## config.mk

```make
export PLATFORM = sky130hd
export DESIGN_NAME = lcl_host_flat
export DESIGN_NICKNAME = d
export VERILOG_FILES = /design/src/hw/lcl_pkg.sv /design/src/hw/lcl_link_if.sv /design/src/hw/lcl_host.sv /design/src/flat_wrapper.sv
export SDC_FILE = /design/constraint.sdc
export NUM_CORES = 1
export LEC_CHECK = 0
export ABC_CLOCK_PERIOD_IN_PS = 1850
export BUFFER_PORTS_ARGS = -buffer_cell sky130_fd_sc_hd__buf_2
export CAP_MARGIN = 20
export CORE_MARGIN = 10
export CORE_UTILIZATION = 51
export DETAILED_ROUTE_END_ITERATION = 8
export GPL_TIMING_DRIVEN = 0
export PLACE_DENSITY = 0.84
export SYNTH_ARGS = -nofsm -noshare
export SYNTH_HDL_FRONTEND = slang
export SYNTH_SLANG_ARGS = --single-unit
```

## constraint.sdc

```tcl
create_clock -name clk -period 1.85 [get_ports clk]
set_input_delay 0.0925 -clock clk [delete_from_list [all_inputs] [get_ports clk]]
set_output_delay 0.0925 -clock clk [all_outputs]
set_load 0.01 [all_outputs]
```

## src/hw/lcl_pkg.sv

```systemverilog
// Constants shared by both ends of the three-wire LCD command link.
// Assumes both ends run on one 250 MHz system clock.
package lcl_pkg;
   localparam int SEG_BITS      = 32;
   localparam int CMD_BITS      = 6;
   localparam int FRAME_BITS    = SEG_BITS + CMD_BITS;
   localparam int ROWS          = 4;
   localparam logic [3:0] OPC_ROW_WRITE = 4'h2;
   localparam logic [3:0] OPC_BLANK     = 4'hA;
   localparam logic [3:0] OPC_UNBLANK   = 4'hB;
   localparam int ROW_SEL_LSB   = 0;
   localparam int OPCODE_LSB    = 2;
   // Opcode is shifted in last, so a bare four-bit opcode lands where a full frame puts it
   localparam int SR_OPCODE_LSB = 0;
   localparam int SR_ROW_LSB    = 4;
   localparam int FRAME_OSC_PERIODS = 24;
   localparam logic RESET_BLANKED = 1'b1;
   localparam int CLK_PERIOD_NS = 4;
   localparam int SER_HALF_NS   = 280;
   localparam int SER_HALF_CYC  = (SER_HALF_NS + CLK_PERIOD_NS - 1) / CLK_PERIOD_NS;
   localparam int LOAD_NS       = 200;
   localparam int LOAD_CYC      = (LOAD_NS + CLK_PERIOD_NS - 1) / CLK_PERIOD_NS;
endpackage

```

## src/hw/lcl_link_if.sv

```systemverilog
// Three-wire serial link between host and LCD command loader.
// Assumes the bench drives clk; all wires are one-way.
`timescale 1ns/1ps
`default_nettype none
interface lcl_link_if (input wire logic clk);
   logic ser_data;
   logic ser_clk;
   logic latch_strobe;
   modport host   (input clk, output ser_data, output ser_clk, output latch_strobe);
   modport device (input clk, input ser_data, input ser_clk, input latch_strobe);
endinterface
`default_nettype wire

```

## src/hw/lcl_host.sv

```systemverilog
// Host end: serialises one frame per request and strobes it in.
// Assumes user holds short_frame stable while busy is high; cmd/seg are captured at start.
`timescale 1ns/1ps
`default_nettype none
module lcl_host (
   input  wire logic                          clk,
   input  wire logic                          reset,
   lcl_link_if.host                           link,
   input  wire logic                          start,
   input  wire logic                          short_frame,
   input  wire logic [lcl_pkg::SEG_BITS-1:0]  seg_data,
   input  wire logic [lcl_pkg::CMD_BITS-1:0]  cmd,
   output logic                               busy,
   output logic                               done
);
   typedef enum logic [3:0] {
      LH_IDLE = 4'b0001,
      LH_LOW  = 4'b0010,
      LH_HIGH = 4'b0100,
      LH_LOAD = 4'b1000
   } lh_state_t;

   lh_state_t state, next_state;
   logic [lcl_pkg::FRAME_BITS-1:0] shreg, next_shreg;
   logic [5:0] bits, next_bits;
   logic [7:0] tmr, next_tmr;
   logic next_sdata, next_sclk, next_load, next_busy, next_done;

   always_comb begin
      next_state = state;
      next_shreg = shreg;
      next_bits  = bits;
      next_tmr   = tmr;
      next_sdata = link.ser_data;
      next_sclk  = link.ser_clk;
      next_load  = link.latch_strobe;
      next_busy  = busy;
      next_done  = 1'b0;
      case (state)
         LH_IDLE: begin
            if (start) begin
               // Row bits before opcode, so a short frame's four bits land like a full one's
               next_shreg = {seg_data, cmd[lcl_pkg::ROW_SEL_LSB +: 2],
                             cmd[lcl_pkg::OPCODE_LSB +: 4]};
               // A short frame sends only its four opcode bits, a full one all bits; no padding bits are ever needed
               next_bits  = short_frame ? 6'h4 : 6'(lcl_pkg::FRAME_BITS);
               next_tmr   = 8'(lcl_pkg::SER_HALF_CYC - 1);
               next_busy  = 1'b1;
               next_load  = 1'b0;
               next_state = LH_LOW;
            end
         end
         LH_LOW: begin
            // Data must be set up on the pin before serial clock rises
            next_sdata = short_frame ? shreg[lcl_pkg::SR_OPCODE_LSB + 3]
                                     : shreg[lcl_pkg::FRAME_BITS-1];
            next_sclk  = 1'b0;
            if (tmr == 8'h0) begin
               next_tmr   = 8'(lcl_pkg::SER_HALF_CYC - 1);
               next_state = LH_HIGH;
            end else begin
               next_tmr = tmr - 8'h1;
            end
         end
         LH_HIGH: begin
            next_sclk = 1'b1;
            if (tmr == 8'h0) begin
               next_sclk  = 1'b0;
               next_shreg = {shreg[lcl_pkg::FRAME_BITS-2:0], 1'b0};
               next_bits  = bits - 6'h1;
               next_tmr   = 8'(lcl_pkg::SER_HALF_CYC - 1);
               next_state = (bits == 6'h1) ? LH_LOAD : LH_LOW;
            end else begin
               next_tmr = tmr - 8'h1;
            end
         end
         LH_LOAD: begin
            // Wait a half period after last clock, then strobe; no clocks meanwhile
            if (tmr == 8'h0) begin
               if (!link.latch_strobe) begin
                  next_load = 1'b1;
                  next_tmr  = 8'(lcl_pkg::LOAD_CYC - 1);
               end else begin
                  next_load  = 1'b0;
                  next_busy  = 1'b0;
                  next_done  = 1'b1;
                  next_state = LH_IDLE;
               end
            end else begin
               next_tmr = tmr - 8'h1;
            end
         end
         default: next_state = LH_IDLE;
      endcase
   end

   always_ff @(posedge clk) begin
      if (reset) begin
         state             <= LH_IDLE;
         shreg             <= '0;
         bits              <= 6'h0;
         tmr               <= 8'h0;
         link.ser_data     <= 1'b0;
         link.ser_clk      <= 1'b0;
         link.latch_strobe <= 1'b0;
         busy              <= 1'b0;
         done              <= 1'b0;
      end else begin
         state             <= next_state;
         shreg             <= next_shreg;
         bits              <= next_bits;
         tmr               <= next_tmr;
         link.ser_data     <= next_sdata;
         link.ser_clk      <= next_sclk;
         link.latch_strobe <= next_load;
         busy              <= next_busy;
         done              <= next_done;
      end
   end
endmodule
`default_nettype wire

```

## src/flat_wrapper.sv

```systemverilog
// flat-port wrapper written by rule: the top's interface ports become plain ports
module lcl_host_flat 
  (clk, reset, start, short_frame, seg_data, cmd, busy, done, link_ser_data, link_ser_clk, link_latch_strobe);
  lcl_link_if link_i (.clk(clk));
  input  wire logic clk;
  input  wire logic reset;
  input  wire logic start;
  input  wire logic short_frame;
  input  wire logic [lcl_pkg::SEG_BITS-1:0] seg_data;
  input  wire logic [lcl_pkg::CMD_BITS-1:0] cmd;
  output logic busy;
  output logic done;
  output wire logic [$bits(link_i.ser_data)-1:0] link_ser_data;
  output wire logic [$bits(link_i.ser_clk)-1:0] link_ser_clk;
  output wire logic [$bits(link_i.latch_strobe)-1:0] link_latch_strobe;
  assign link_ser_data = link_i.ser_data;
  assign link_ser_clk = link_i.ser_clk;
  assign link_latch_strobe = link_i.latch_strobe;
  lcl_host u_core (.clk(clk), .reset(reset), .link(link_i), .start(start), .short_frame(short_frame), .seg_data(seg_data), .cmd(cmd), .busy(busy), .done(done));
endmodule
```

== After elaboration in Yosys (flattened, before gate mapping) ==
Cells that the tools add are included.
Word-level totals
  register bits: 61
  bits in latches: 0
  memory bits (writable): 0
  ROM bits: 0
  input port bits: 42
  output and inout bits: 5
  logic and storage cells: 67
  memories: 0
Cells by class
  add/sub/neg operators: 2
  $mul: 0
  divide/modulo/power cells: 0
  $lt $le $gt $ge: 0
  eq/ne operators: 11
  shift-type cells: 0
  muxes and demuxes: 31
  bitwise operators: 2
  reduce and logical (&&, ||, !) cells: 12
Operators by type and width (count)
  two-way mux 38 bit: 2
  case mux 38 bit (2 select lines): 1
  two-way mux 8 bit: 4
  two-way mux 4 bit: 6
  case mux 8 bit (3 select lines): 1
  two-way mux 6 bit: 3
  case mux 4 bit (4 select lines): 1
  case mux 6 bit (2 select lines): 1
  two-way mux 1 bit: 9
  AND reduction 3 bit: 3
  logical NOT 8 bit: 1
  != test 2 x 1 -> 1 bit (second input constant): 4
  subtractor 8 x 1 -> 8 bit (second input constant): 1
  equality test 6 x 1 -> 1 bit (second input constant): 1
  case mux 1 bit (2 select lines): 3
  nonzero test 2 bit: 3
  subtractor 6 x 1 -> 6 bit (second input constant): 1
  AND reduction 5 bit: 1
  equality test 4 x 1 -> 1 bit (second input constant): 1
  equality test 4 x 2 -> 1 bit (second input constant): 1
  equality test 4 x 3 -> 1 bit (second input constant): 1
  equality test 4 bit (second input constant): 1
  AND reduction 4 bit: 1
  != test 3 bit (second input constant): 1
  other kinds (5): 6

== Logic depth before layout (Yosys ltp) ==
Gate-level depths: netlist of the first run.
  word-level depth: 4
  gate-level depth with buffers: 8
  gate-level depth less buffers: 7

== Least setup slack after synthesis of the first run ==
No wires, ideal clock.
  kind: flip-flop to flip-flop
  start: reg u_core.tmr[0]
  end: reg u_core.shreg[10] in the netlist's numbering
  setup time: 133 ps
  arrival time: 1699 ps
  setup slack: 17 ps
  cell stages (with the launch flop): 9
  buffers on the path: 2
  period minus slack after synthesis: 1833 ps
  path through: dfxtp_1 > inv_1 > ha_1 > nor4b_2 > nand2_2 > o21ai_4 > buf_6 > buf_2 > a311oi_1
Between the ends
  longest elaborated chain between the ends: 3
RTL lines
  from (decl): line lcl_host.sv:26  | logic [7:0] tmr, next_tmr;
  from (signal assigned): line lcl_host.sv:112  | tmr <= next_tmr;
  logical NOT 8 bit: line lcl_host.sv:67  | if (tmr == 8'h0) begin
  != test 2 x 1 -> 1 bit (no line)
  AND reduction 3 bit (no line)
  to (signal assigned): line lcl_host.sv:110  | shreg <= next_shreg;
  to (decl): line lcl_host.sv:24  | logic [lcl_pkg::FRAME_BITS-1:0] shreg, next_shreg;
No other way between the ends.
A chain may end at the register's enable or synchronous reset.

== Worst setup path after layout of the first run ==
  start: reg u_core.tmr[0]
  end: reg u_core.shreg[26] in the netlist's numbering
The elaborated chain is that of the path after synthesis.

==> metrics, run 1 <==
die area 9181 µm²; met3 Use GR 0.04436; WS Path Type reg -> reg; largest net degree at the start of global routing 11; Data required, critical path 2.08 ns; # rows 27; final setup fails 1; sequential element share of the synthesized area 0.4166; GRT busiest layer met2; Peak VDD IR 0.0007320 V; fmax 0.5297 GHz; met1 Usage GRT 0.2262; ys async rst share 0; Final TNS setup -0.03782 ns; initial antenna violation count 0; routed vias/inst about 5.8; Chip Height 95.82 µm; Hold WC Path Type in -> reg; Final Hold Fails 0; placer congestion estimate 0.9092; area grow syn2layout 33.29%; Initial DRC Count 194; hold_buf cts 0; CTS Buf Count 9; GR Util All Layers 0.1774; total nets after synthesis 409; Synth cell types 48; I/O pins 47; total number of vias 3003; Finished Core Util 0.7053; Power Density 1026 nW/µm²; CTS tree built; top_reg_cell synth dfxtp_1; fin crit share 1.020; Port Buffers between 40 and 50; Post-Syn Area per Cell 8.054 µm²; Clk pin slew, worst setup/hold paths roughly 0.07 ns; ANT cells 0; critical path capture point type register; Pleak 1.615 nW; Multi-input gate area 1727 µm²; Max Cap Viol 0; number of global-route vias before repair 2788; H-tree depth 3; die extent in x around 96 µm; EDFF count, synth 0; clk_lat worst skew 0.34 ns; FF/Latch Area 1224 µm²; DRT antenna net count 0; setup ws final -0.03782 ns; # DRC 0; WL final 8465 µm; synth warn 0; layout cell share with drive strength beyond 1 0.2982; Core Area around 5500 µm²; Root Buffer clkbuf_8; Initial Utilization 0.5291; clk buf depth 2; fin crit period 1.888 ns; failing checks setup timing; Netlist Area Pre-Place approximately 2900 µm²; Pre-Repair DR Iteration Count 4; detailed placement HPWL 5084 µm; met2 Track Usage GR 0.2777; filler instances 408; final slew viol count 0; Crit Path Max Fanout 10; WP data arrival 2.12 ns; RSZ-0062 raised after global routing yes; clk_skew about 0.011 ns; max_slew headroom 0.5585; crit start category register; Yosys reg bits 61; clk sinks 61; Slew @ Worst Pin 0.6562 ns; DR WL/cell 16.34 µm; Post-Synthesis Cells ~360; run status complete, but fails checks; total grt overflow 0; first-pass GRT wire length 13070 µm; nets@finish 487
==> sequential cells by signal, indices dropped and copies added, names as in the netlist <==
register / cells
u_core.bits: 6
u_core.busy: 1
u_core.done: 1
u_core.link.latch_strobe: 1
u_core.link.ser_clk: 1
u_core.link.ser_data: 1
u_core.shreg: 38
u_core.state: 4
u_core.tmr: 8
==> Yosys cell counts (all sizes together) (2+ instances only) <==
| master | number | area (µm²) |
|---|---|---|
| a31o | 2 | 17.52 |
| a211oi | 4 | 35.03 |
| nand3 | 5 | 25.02 |
| and3 | 3 | 18.77 |
| buf | 12 | 78.83 |
| nor4b | 4 | 68.81 |
| a311oi | 40 | 350.3 |
| o221a | 2 | 22.52 |
| a21oi | 15 | 78.83 |
| inv | 9 | 33.78 |
| nand2 | 91 | 344.1 |
| dfxtp | 61 | 1221 |
| o21ai | 10 | 61.31 |
| nor2 | 51 | 191.4 |
| xnor2 | 2 | 17.52 |
| o211a | 2 | 20.02 |
| a221oi | 3 | 32.53 |
| nand2b | 2 | 12.51 |
| nor3 | 3 | 15.01 |
| mux2i | 2 | 20.02 |
| a21o | 4 | 30.03 |
| clkbuf | 14 | 52.55 |
| a31oi | 2 | 12.51 |
| ha | 3 | 37.54 |
| or3 | 2 | 12.51 |
| nor4 | 4 | 25.02 |
==> layout make-up <==
cell class | count | share of cell area
multi-input cells | 268 | 0.4419
flip-flops and latches | 61 | 0.3132
repair buffers | 68 | 0.1098
plain buffers | 25 | 0.04291
clock buffers | 12 | 0.04227
well taps | 72 | 0.02305
clock inverters | 3 | 0.01729
inverters | 9 | 0.009606
==> cell usage in the layout (no fill, tap or decap), types with 3 or more instances in the layout <==
cell type  instances
nor4_1             4
buf_6              5
clkbuf_1          10
clkbuf_2           4
nand3_1            4
nand2_1           89
nor4b_4            4
a311oi_1          39
o21ai_0            8
buf_4             21
nor2_1            47
a211oi_1           3
clkbuf_8          12
dfxtp_1           59
inv_1              6
a21oi_1           13
nor2_2             3
a21o_1             4
buf_2             47
==> metal layers <==
| layer | wire (µm) | part of all wire |
|---|---|---|
| met5 | 0 | 0 |
| met4 | 194 | 0.023 |
| met3 | 494 | 0.058 |
| met1 | 3694 | 0.44 |
| met2 | 4083 | 0.48 |
==> worst max-delay path, stage by stage, from the launching register on <==
cell,delay [ns]
dfxtp_2,0.35
inv_2,0.07
ha_4,0.15
nor4b_4,0.23
nand2_2,0.16
o21ai_4,0.18
buf_12,0.16
buf_8,0.13
nor2_2,0.04
a311oi_1,0.31
==> final timing paths <==
check,from,depth (start not counted),end,slack [ns]
setup / recovery,u_core.tmr[0],9,u_core.shreg[26],-0.04
hold / removal,seg_data[24],3,u_core.shreg[30],0.01
setup reg to reg,u_core.tmr[0],9,u_core.shreg[26],-0.04
hold reg to reg,u_core.shreg[16],2,u_core.shreg[17],0.47
==> stage by stage <==
stage                     cells  instance area, µm²  hold WS (ns)  setup slack, ns  power [mW]
after floorplan             364                2932        0.2444          0.01743       2.123
after global placement      482                3252        0.3606          -0.3488       2.285
after detailed placement    482                3252        0.3668          -0.3845       2.311
after CTS                   504                3665      0.003660          0.01398       3.821
after global routing        518                3908       0.01359          -0.1155       4.172
final                       518                3908       0.01096         -0.03782       4.008
==> kinds of logic (layout without fill, tap and decap cells) <==
group	after synthesis	after routing	share of synthesized area
and+or+nand+nor	172	172	0.2629
AOI/OAI and AO/OA	89	89	0.2386
DFF	61	61	0.4166
buffers and inverters	35	117	0.05634
adders and majority gates	3	3	0.01281
xor gates and xnor gates	2	2	0.005976
muxes	2	2	0.006829
==> power breakdown <==
group          total (mW)  switching (mW)  internal, mW
Clock                1.38           0.515         0.861
Sequential           1.58           0.108          1.47
Combinational        1.05           0.550         0.500
Total                4.01            1.17          2.84
==> timing repair <==
item,CTS,global route
pin swaps,7,19
gates cloned,1,1
setup buffers,7,13
setup endpoints to repair,55,53
gates resized for setup,22,32
Note: power is estimated with default switching activity, not from simulation.
==> run 2, diff against run 1 <==
--- a/config.mk
+++ b/config.mk
@@ -8,11 +8,13 @@
 export ABC_CLOCK_PERIOD_IN_PS = 1850
 export BUFFER_PORTS_ARGS = -buffer_cell sky130_fd_sc_hd__buf_2
 export CAP_MARGIN = 20
+export CORE_ASPECT_RATIO = 1.75
 export CORE_MARGIN = 10
-export CORE_UTILIZATION = 51
+export CORE_UTILIZATION = 53
+export CTS_BUF_LIST = sky130_fd_sc_hd__clkbuf_8
 export DETAILED_ROUTE_END_ITERATION = 8
 export GPL_TIMING_DRIVEN = 0
-export PLACE_DENSITY = 0.84
+export PLACE_DENSITY = 0.86
 export SYNTH_ARGS = -nofsm -noshare
 export SYNTH_HDL_FRONTEND = slang
 export SYNTH_SLANG_ARGS = --single-unit
==> constraint.sdc (replaced) <==
create_clock -name clk -period 1.85 [get_ports clk]
set_input_delay 0.0925 -clock clk [delete_from_list [all_inputs] [get_ports clk]]
set_output_delay 0.0925 -clock clk [all_outputs]
set_load 0.005 [all_outputs]
==> run 2 against run 1 <==
The flow still finishes with violations (setup timing). Setup slack got worse by 0.033 ns. Routed wire length up 1.4%. Via count up 2.3%. Combinational power down 6%. Sequential power about the same. Design area decreased by 1.7%. First-iteration DRC count increased by 40%. Critical path depth decreased by 2. Largest cell class unchanged. Largest power group unchanged.
==> metrics, run 2 (same netlist as run 1, synthesis figures left out) <==
routed vias/inst just under 6; Final Hold Fails 0; Power Density 969.1 nW/µm²; WL final roughly 8600 µm; initial antenna violation count 0; # DRC 0; Pleak 1.614 nW; crit path cell chain inv_4 > ha_4 > nor4b_4 > nand2_2 > a221oi_1 > nor2_1 > a31o_2; RSZ-0062 raised after global routing yes; total grt overflow 0; Clk pin slew, worst setup/hold paths 0.07 ns; Initial DRC Count 272; layout cell share with drive strength beyond 1 0.2902; die extent in x 76.22 µm; area grow syn2layout 31.07%; fmax 0.5206 GHz; Max Cap Viol 0; Root Buffer clkbuf_8; Finished Cell Area 3842 µm²; Core Area 5299 µm²; DP Area 3254 µm²; H-tree depth 3; clk buf depth 2; Hold WC Path Type in -> reg; most frequent cells in the layout nand2_1 (89), dfxtp_1 (59), nor2_1 (49), buf_2 (47), a311oi_1 (40); max_slew headroom 0.5942; DRT antenna net count 0; Pre-Repair DR Iteration Count 5; Hold Path Cell Cnt 3; run status complete, but fails checks; nets@finish between 400 and 500; WP data arrival 2.16 ns; clk_skew about 0.0084 ns; Slew @ Worst Pin 0.6088 ns; final setup fails 5; final slew viol count 0; Port Buffers 46; hold_buf cts 0; CTS Buf Count 9; DR WL/cell 16.44 µm; failing checks setup timing; fin crit share 1.038; r2r setup slk -0.07 ns; ANT cells 0; die area 9023 µm²; setup ws final -0.07097 ns; Max stage delay on crit path between 0.5 and 0.6 ns; number of global-route vias before repair between 2000 and 3000; crit path max-delay cell type a221oi_1; clk_lat worst skew 0.35 ns; Chip Height roughly 120 µm; worst r2r path cells 7; critical path capture point type register; Min Hold Slack 0.009418 ns; crit start category register; clk sinks between 60 and 70; Top Registers u_core.shreg: 38 flops, u_core.tmr: 8 flops, u_core.bits: 6 flops; first-pass GRT wire length 12990 µm; leading cell type in the layout, fill and taps excluded nand2_1; Initial Utilization 0.5532; fin crit period 1.921 ns; # rows 35; Top reg by flops u_core.shreg; WS Path Type reg -> reg; GR Util All Layers 0.1706; largest net degree at the start of global routing 11; max reg flops 38; Data required, critical path 2.09 ns; Peak VDD IR ~0.00086 V; Crit Path Max Fanout 5; CTS tree built; I/O pins 47; Final TNS setup -0.1710 ns; placer congestion estimate about 0.94; detailed placement HPWL 5485 µm; total number of vias 3073
run 2: changes by cell type in the layout (fill, tap and decap cells not counted), moves of 2 or more:
| cell | delta |
|---|---|
| clkinv_2 | +2 |
| clkbuf_8 | -2 |
| nor2_1 | +2 |
| o21ai_1 | +2 |
| inv_1 | +2 |
| nor2_2 | -2 |
| o21ai_0 | -2 |
run 2: metrics by stage:
| stage | cells | utilization | setup slack [ns] | total power, mW |
|---|---|---|---|---|
| after floorplan | 364 | - | 0.01743 | 2.121 |
| after global placement | 484 | 0.6142 | -0.3671 | 2.290 |
| after detailed placement | 484 | 0.6142 | -0.3766 | 2.319 |
| after CTS | 508 | 0.6817 | -0.01482 | 3.589 |
| after global routing | 522 | 0.7251 | -0.1118 | 3.897 |
| final | 522 | 0.7251 | -0.07097 | 3.724 |
run 2: area by class of cell:
type	count	area (µm²)
Clock buffer	10	137.6
Inverter	9	40.04
Clock inverter	6	55.05
Tap cell	74	92.59
Fill cell	407	1456
Timing Repair Buffer	69	431.7
Multi-Input combinational cell	268	1688
Sequential cell	61	1226
Buffer	25	171.4
run 2: per-layer routing:
layer	part of all wire	up-vias	GRT usage
met4	0.019	0	0.08528
li1	-	1463	-
met2	0.54	126	0.3255
met5	0	-	0
met3	0.052	20	0.04021
met1	0.38	1464	0.1637
run 2: timing repair:
| item | in CTS | in global routing |
|---|---|---|
| gates resized for setup | 18 | 38 |
| gates cloned | 2 | 0 |
| endpoints found under the setup margin | 55 | 55 |
| buffers inserted | 7 | 14 |
| pin swaps | 5 | 21 |
run 2: worst max-delay path, delay by kind of cell, from the launching register on:
| family | cells | cell delay (ns) |
|---|---|---|
| AOI/OAI and AO/OA | 2 | 0.73 |
| and+or+nand+nor | 3 | 0.51 |
| DFF | 1 | 0.37 |
| adders and majority gates | 1 | 0.15 |
| buffers and inverters | 1 | 0.06 |
run 2: worst paths after layout:
check | startpoint | to
max | u_core.tmr[0] | u_core.state[2]
min | seg_data[6] | u_core.shreg[12]
max reg2reg | u_core.tmr[0] | u_core.state[2]
min reg2reg | u_core.shreg[0] | u_core.shreg[0]
run 2: power by group:
group	total [mW]	switching, mW	internal [mW]
clock network	1.16	0.513	0.644
registers	1.58	0.110	1.47
logic	0.982	0.531	0.451
total	3.72	1.15	2.57
==> run 3, diff against run 2 <==
--- a/config.mk
+++ b/config.mk
@@ -5,16 +5,16 @@
 export SDC_FILE = /design/constraint.sdc
 export NUM_CORES = 1
 export LEC_CHECK = 0
-export ABC_CLOCK_PERIOD_IN_PS = 1850
+export ABC_CLOCK_PERIOD_IN_PS = 2200
 export BUFFER_PORTS_ARGS = -buffer_cell sky130_fd_sc_hd__buf_2
 export CAP_MARGIN = 20
 export CORE_ASPECT_RATIO = 1.75
 export CORE_MARGIN = 10
-export CORE_UTILIZATION = 53
+export CORE_UTILIZATION = 58
 export CTS_BUF_LIST = sky130_fd_sc_hd__clkbuf_8
 export DETAILED_ROUTE_END_ITERATION = 8
 export GPL_TIMING_DRIVEN = 0
-export PLACE_DENSITY = 0.86
+export PLACE_DENSITY = 0.9
 export SYNTH_ARGS = -nofsm -noshare
 export SYNTH_HDL_FRONTEND = slang
 export SYNTH_SLANG_ARGS = --single-unit
==> constraint.sdc (replaced) <==
create_clock -name clk -period 2.2 [get_ports clk]
set_input_delay 0.11 -clock clk [delete_from_list [all_inputs] [get_ports clk]]
set_output_delay 0.11 -clock clk [all_outputs]
set_load 0.005 [all_outputs]
==> run 3 against run 2 <==
The flow now finishes without violations. Design area fell by 7.3%. Maximum frequency fell by 8.9%. Clock-buffer cell count rose by 2.
==> metrics, run 3 (same netlist as run 1, synthesis figures left out) <==
Chip Height ~110 µm; fin crit period 2.109 ns; leading cell type in the layout, fill and taps excluded nand2_1; Data required, critical path 2.43 ns; Slew @ Worst Pin about 0.55 ns; Crit Path Max Fanout 7; final slew viol count 0; first-pass GRT wire length 13050 µm; placer congestion estimate between 0.9 and 1; WP data arrival about 2.3 ns; CTS Buf Count 9; final setup fails 0; total number of vias 2986; Final Hold Fails 0; Logic pwr share 0.228; WL final 8068 µm; sw frac 0.2979; clk_skew 0.008199 ns; DRT antenna net count 0; Pleak ~1.5 nW; Clock power frac 0.339; clk sinks 61; WS Path Type reg -> reg; Net Sw Power 0.9121 mW; number of global-route vias before repair between 3000 and 4000; fmax 0.4742 GHz; die extent in x 73.74 µm; internal power 2.149 mW; ANT cells 0; Initial DRC Count ~290; routed vias/inst between 6 and 7; Root Buffer clkbuf_8; critical path capture point type register; # DRC 0; Top Registers u_core.shreg: 38 flops, u_core.tmr: 8 flops, u_core.bits: 6 flops; dpl ws -0.02926 ns; GR Util All Layers 0.1910; max_slew headroom 0.6353; setup ws final 0.09135 ns; die area 8410 µm²; I/O pins 47; Top reg by flops u_core.shreg; clk_lat worst skew 0.34 ns; max reg flops 38; largest net degree at the start of global routing 11; Max Cap Viol 0; Initial Utilization 0.5941; Seq pwr share 0.433; DR WL/cell approximately 17 µm; initial antenna violation count 0; nets@finish 472; fin crit share 0.9585; H-tree depth 3; CTS tree built; # rows 34; detailed placement HPWL 5722 µm; worst r2r path cells 8; Hold WC Path Type in -> reg; Port Buffers 46; crit start category register; total grt overflow 0; filler instances 388; Pre-Repair DR Iteration Count 5; Peak VDD IR 0.0006525 V; Finished Core Util 0.7219; clk buf depth 2; layout cell share with drive strength beyond 1 0.2199; area grow syn2layout 21.51%; most frequent cells in the layout nand2_1 (90), dfxtp_1 (61), buf_2 (51), nor2_1 (51), a311oi_1 (40); Core Area 4935 µm²; Hold Path Cell Cnt 3; Clk pin slew, worst setup/hold paths about 0.070 ns; run status finished clean; Power Density 859.4 nW/µm²
[run 3: worst paths after layout]
| kind | startpoint | end | slack [ns] |
|---|---|---|---|
| worst max-delay path | u_core.tmr[0] | u_core.state[1] | 0.09 |
| worst min register to register | u_core.shreg[0] | u_core.shreg[0] | 0.47 |
| worst max register to register | u_core.tmr[0] | u_core.state[1] | 0.09 |
| worst min-delay path | seg_data[18] | u_core.shreg[24] | 0.04 |
[run 3: final cells by class]
class                           count  area [µm²]  share of cell area
Timing Repair Buffer               52       285.3             0.08008
Tap cell                           54       67.56             0.01897
Buffer                             26       147.6             0.04145
Clock buffer                       12       165.2             0.04636
Clock inverter                      4       46.29             0.01300
Inverter                            9       33.78            0.009484
Sequential cell                    61        1221              0.3428
Multi-Input combinational cell    268        1595              0.4478
[run 3: what timing repair did]
action,in CTS,in global routing
pin swaps,0,2
endpoints found under the setup margin,37,49
resized for setup,1,11
hold buffers,0,0
gates cloned,0,1
setup buffers,0,5
[run 3: per-layer routing]
metal | track usage | up-vias | wire length (µm)
li1 | - | 1432 | -
met1 | 0.1883 | 1414 | 3000
met2 | 0.3396 | 119 | 4433
met3 | 0.05035 | 21 | 409
met4 | 0.1111 | 0 | 225
met5 | 0 | - | 0
[run 3: critical path, cell delays in order, from the launching register on]
cell and delay (ns):
dfxtp_1 0.35, inv_1 0.09, ha_2 0.22, nor4b_4 0.20, buf_4 0.18, nand2_4 0.10
a21oi_2 0.35, nand2_1 0.15, a221oi_1 0.36
[run 3: power by group through the flow]
stage | logic, mW | registers, mW | clock network [mW]
6_report | 0.698 | 1.33 | 1.04
4_1_cts | 0.625 | 1.32 | 1.05
2_1_floorplan | 0.463 | 1.32 | 0
5_1_grt | 0.771 | 1.34 | 1.10
3_5_place_dp | 0.613 | 1.34 | 0
3_3_place_gp | 0.588 | 1.34 | 0
[run 3: through the flow]
stage | TNS [ns] | hold WS, ns | instance area [µm²] | power (mW) | std cells
after floorplan | 0 | 0.2619 | 2932 | 1.784 | 364
after global placement | 0 | 0.3797 | 3229 | 1.924 | 464
after detailed placement | -0.3418 | 0.3861 | 3229 | 1.955 | 464
after CTS | 0 | 0.02844 | 3450 | 2.995 | 480
after global routing | -0.03063 | 0.03721 | 3562 | 3.215 | 486
final | 0 | 0.03886 | 3562 | 3.061 | 486
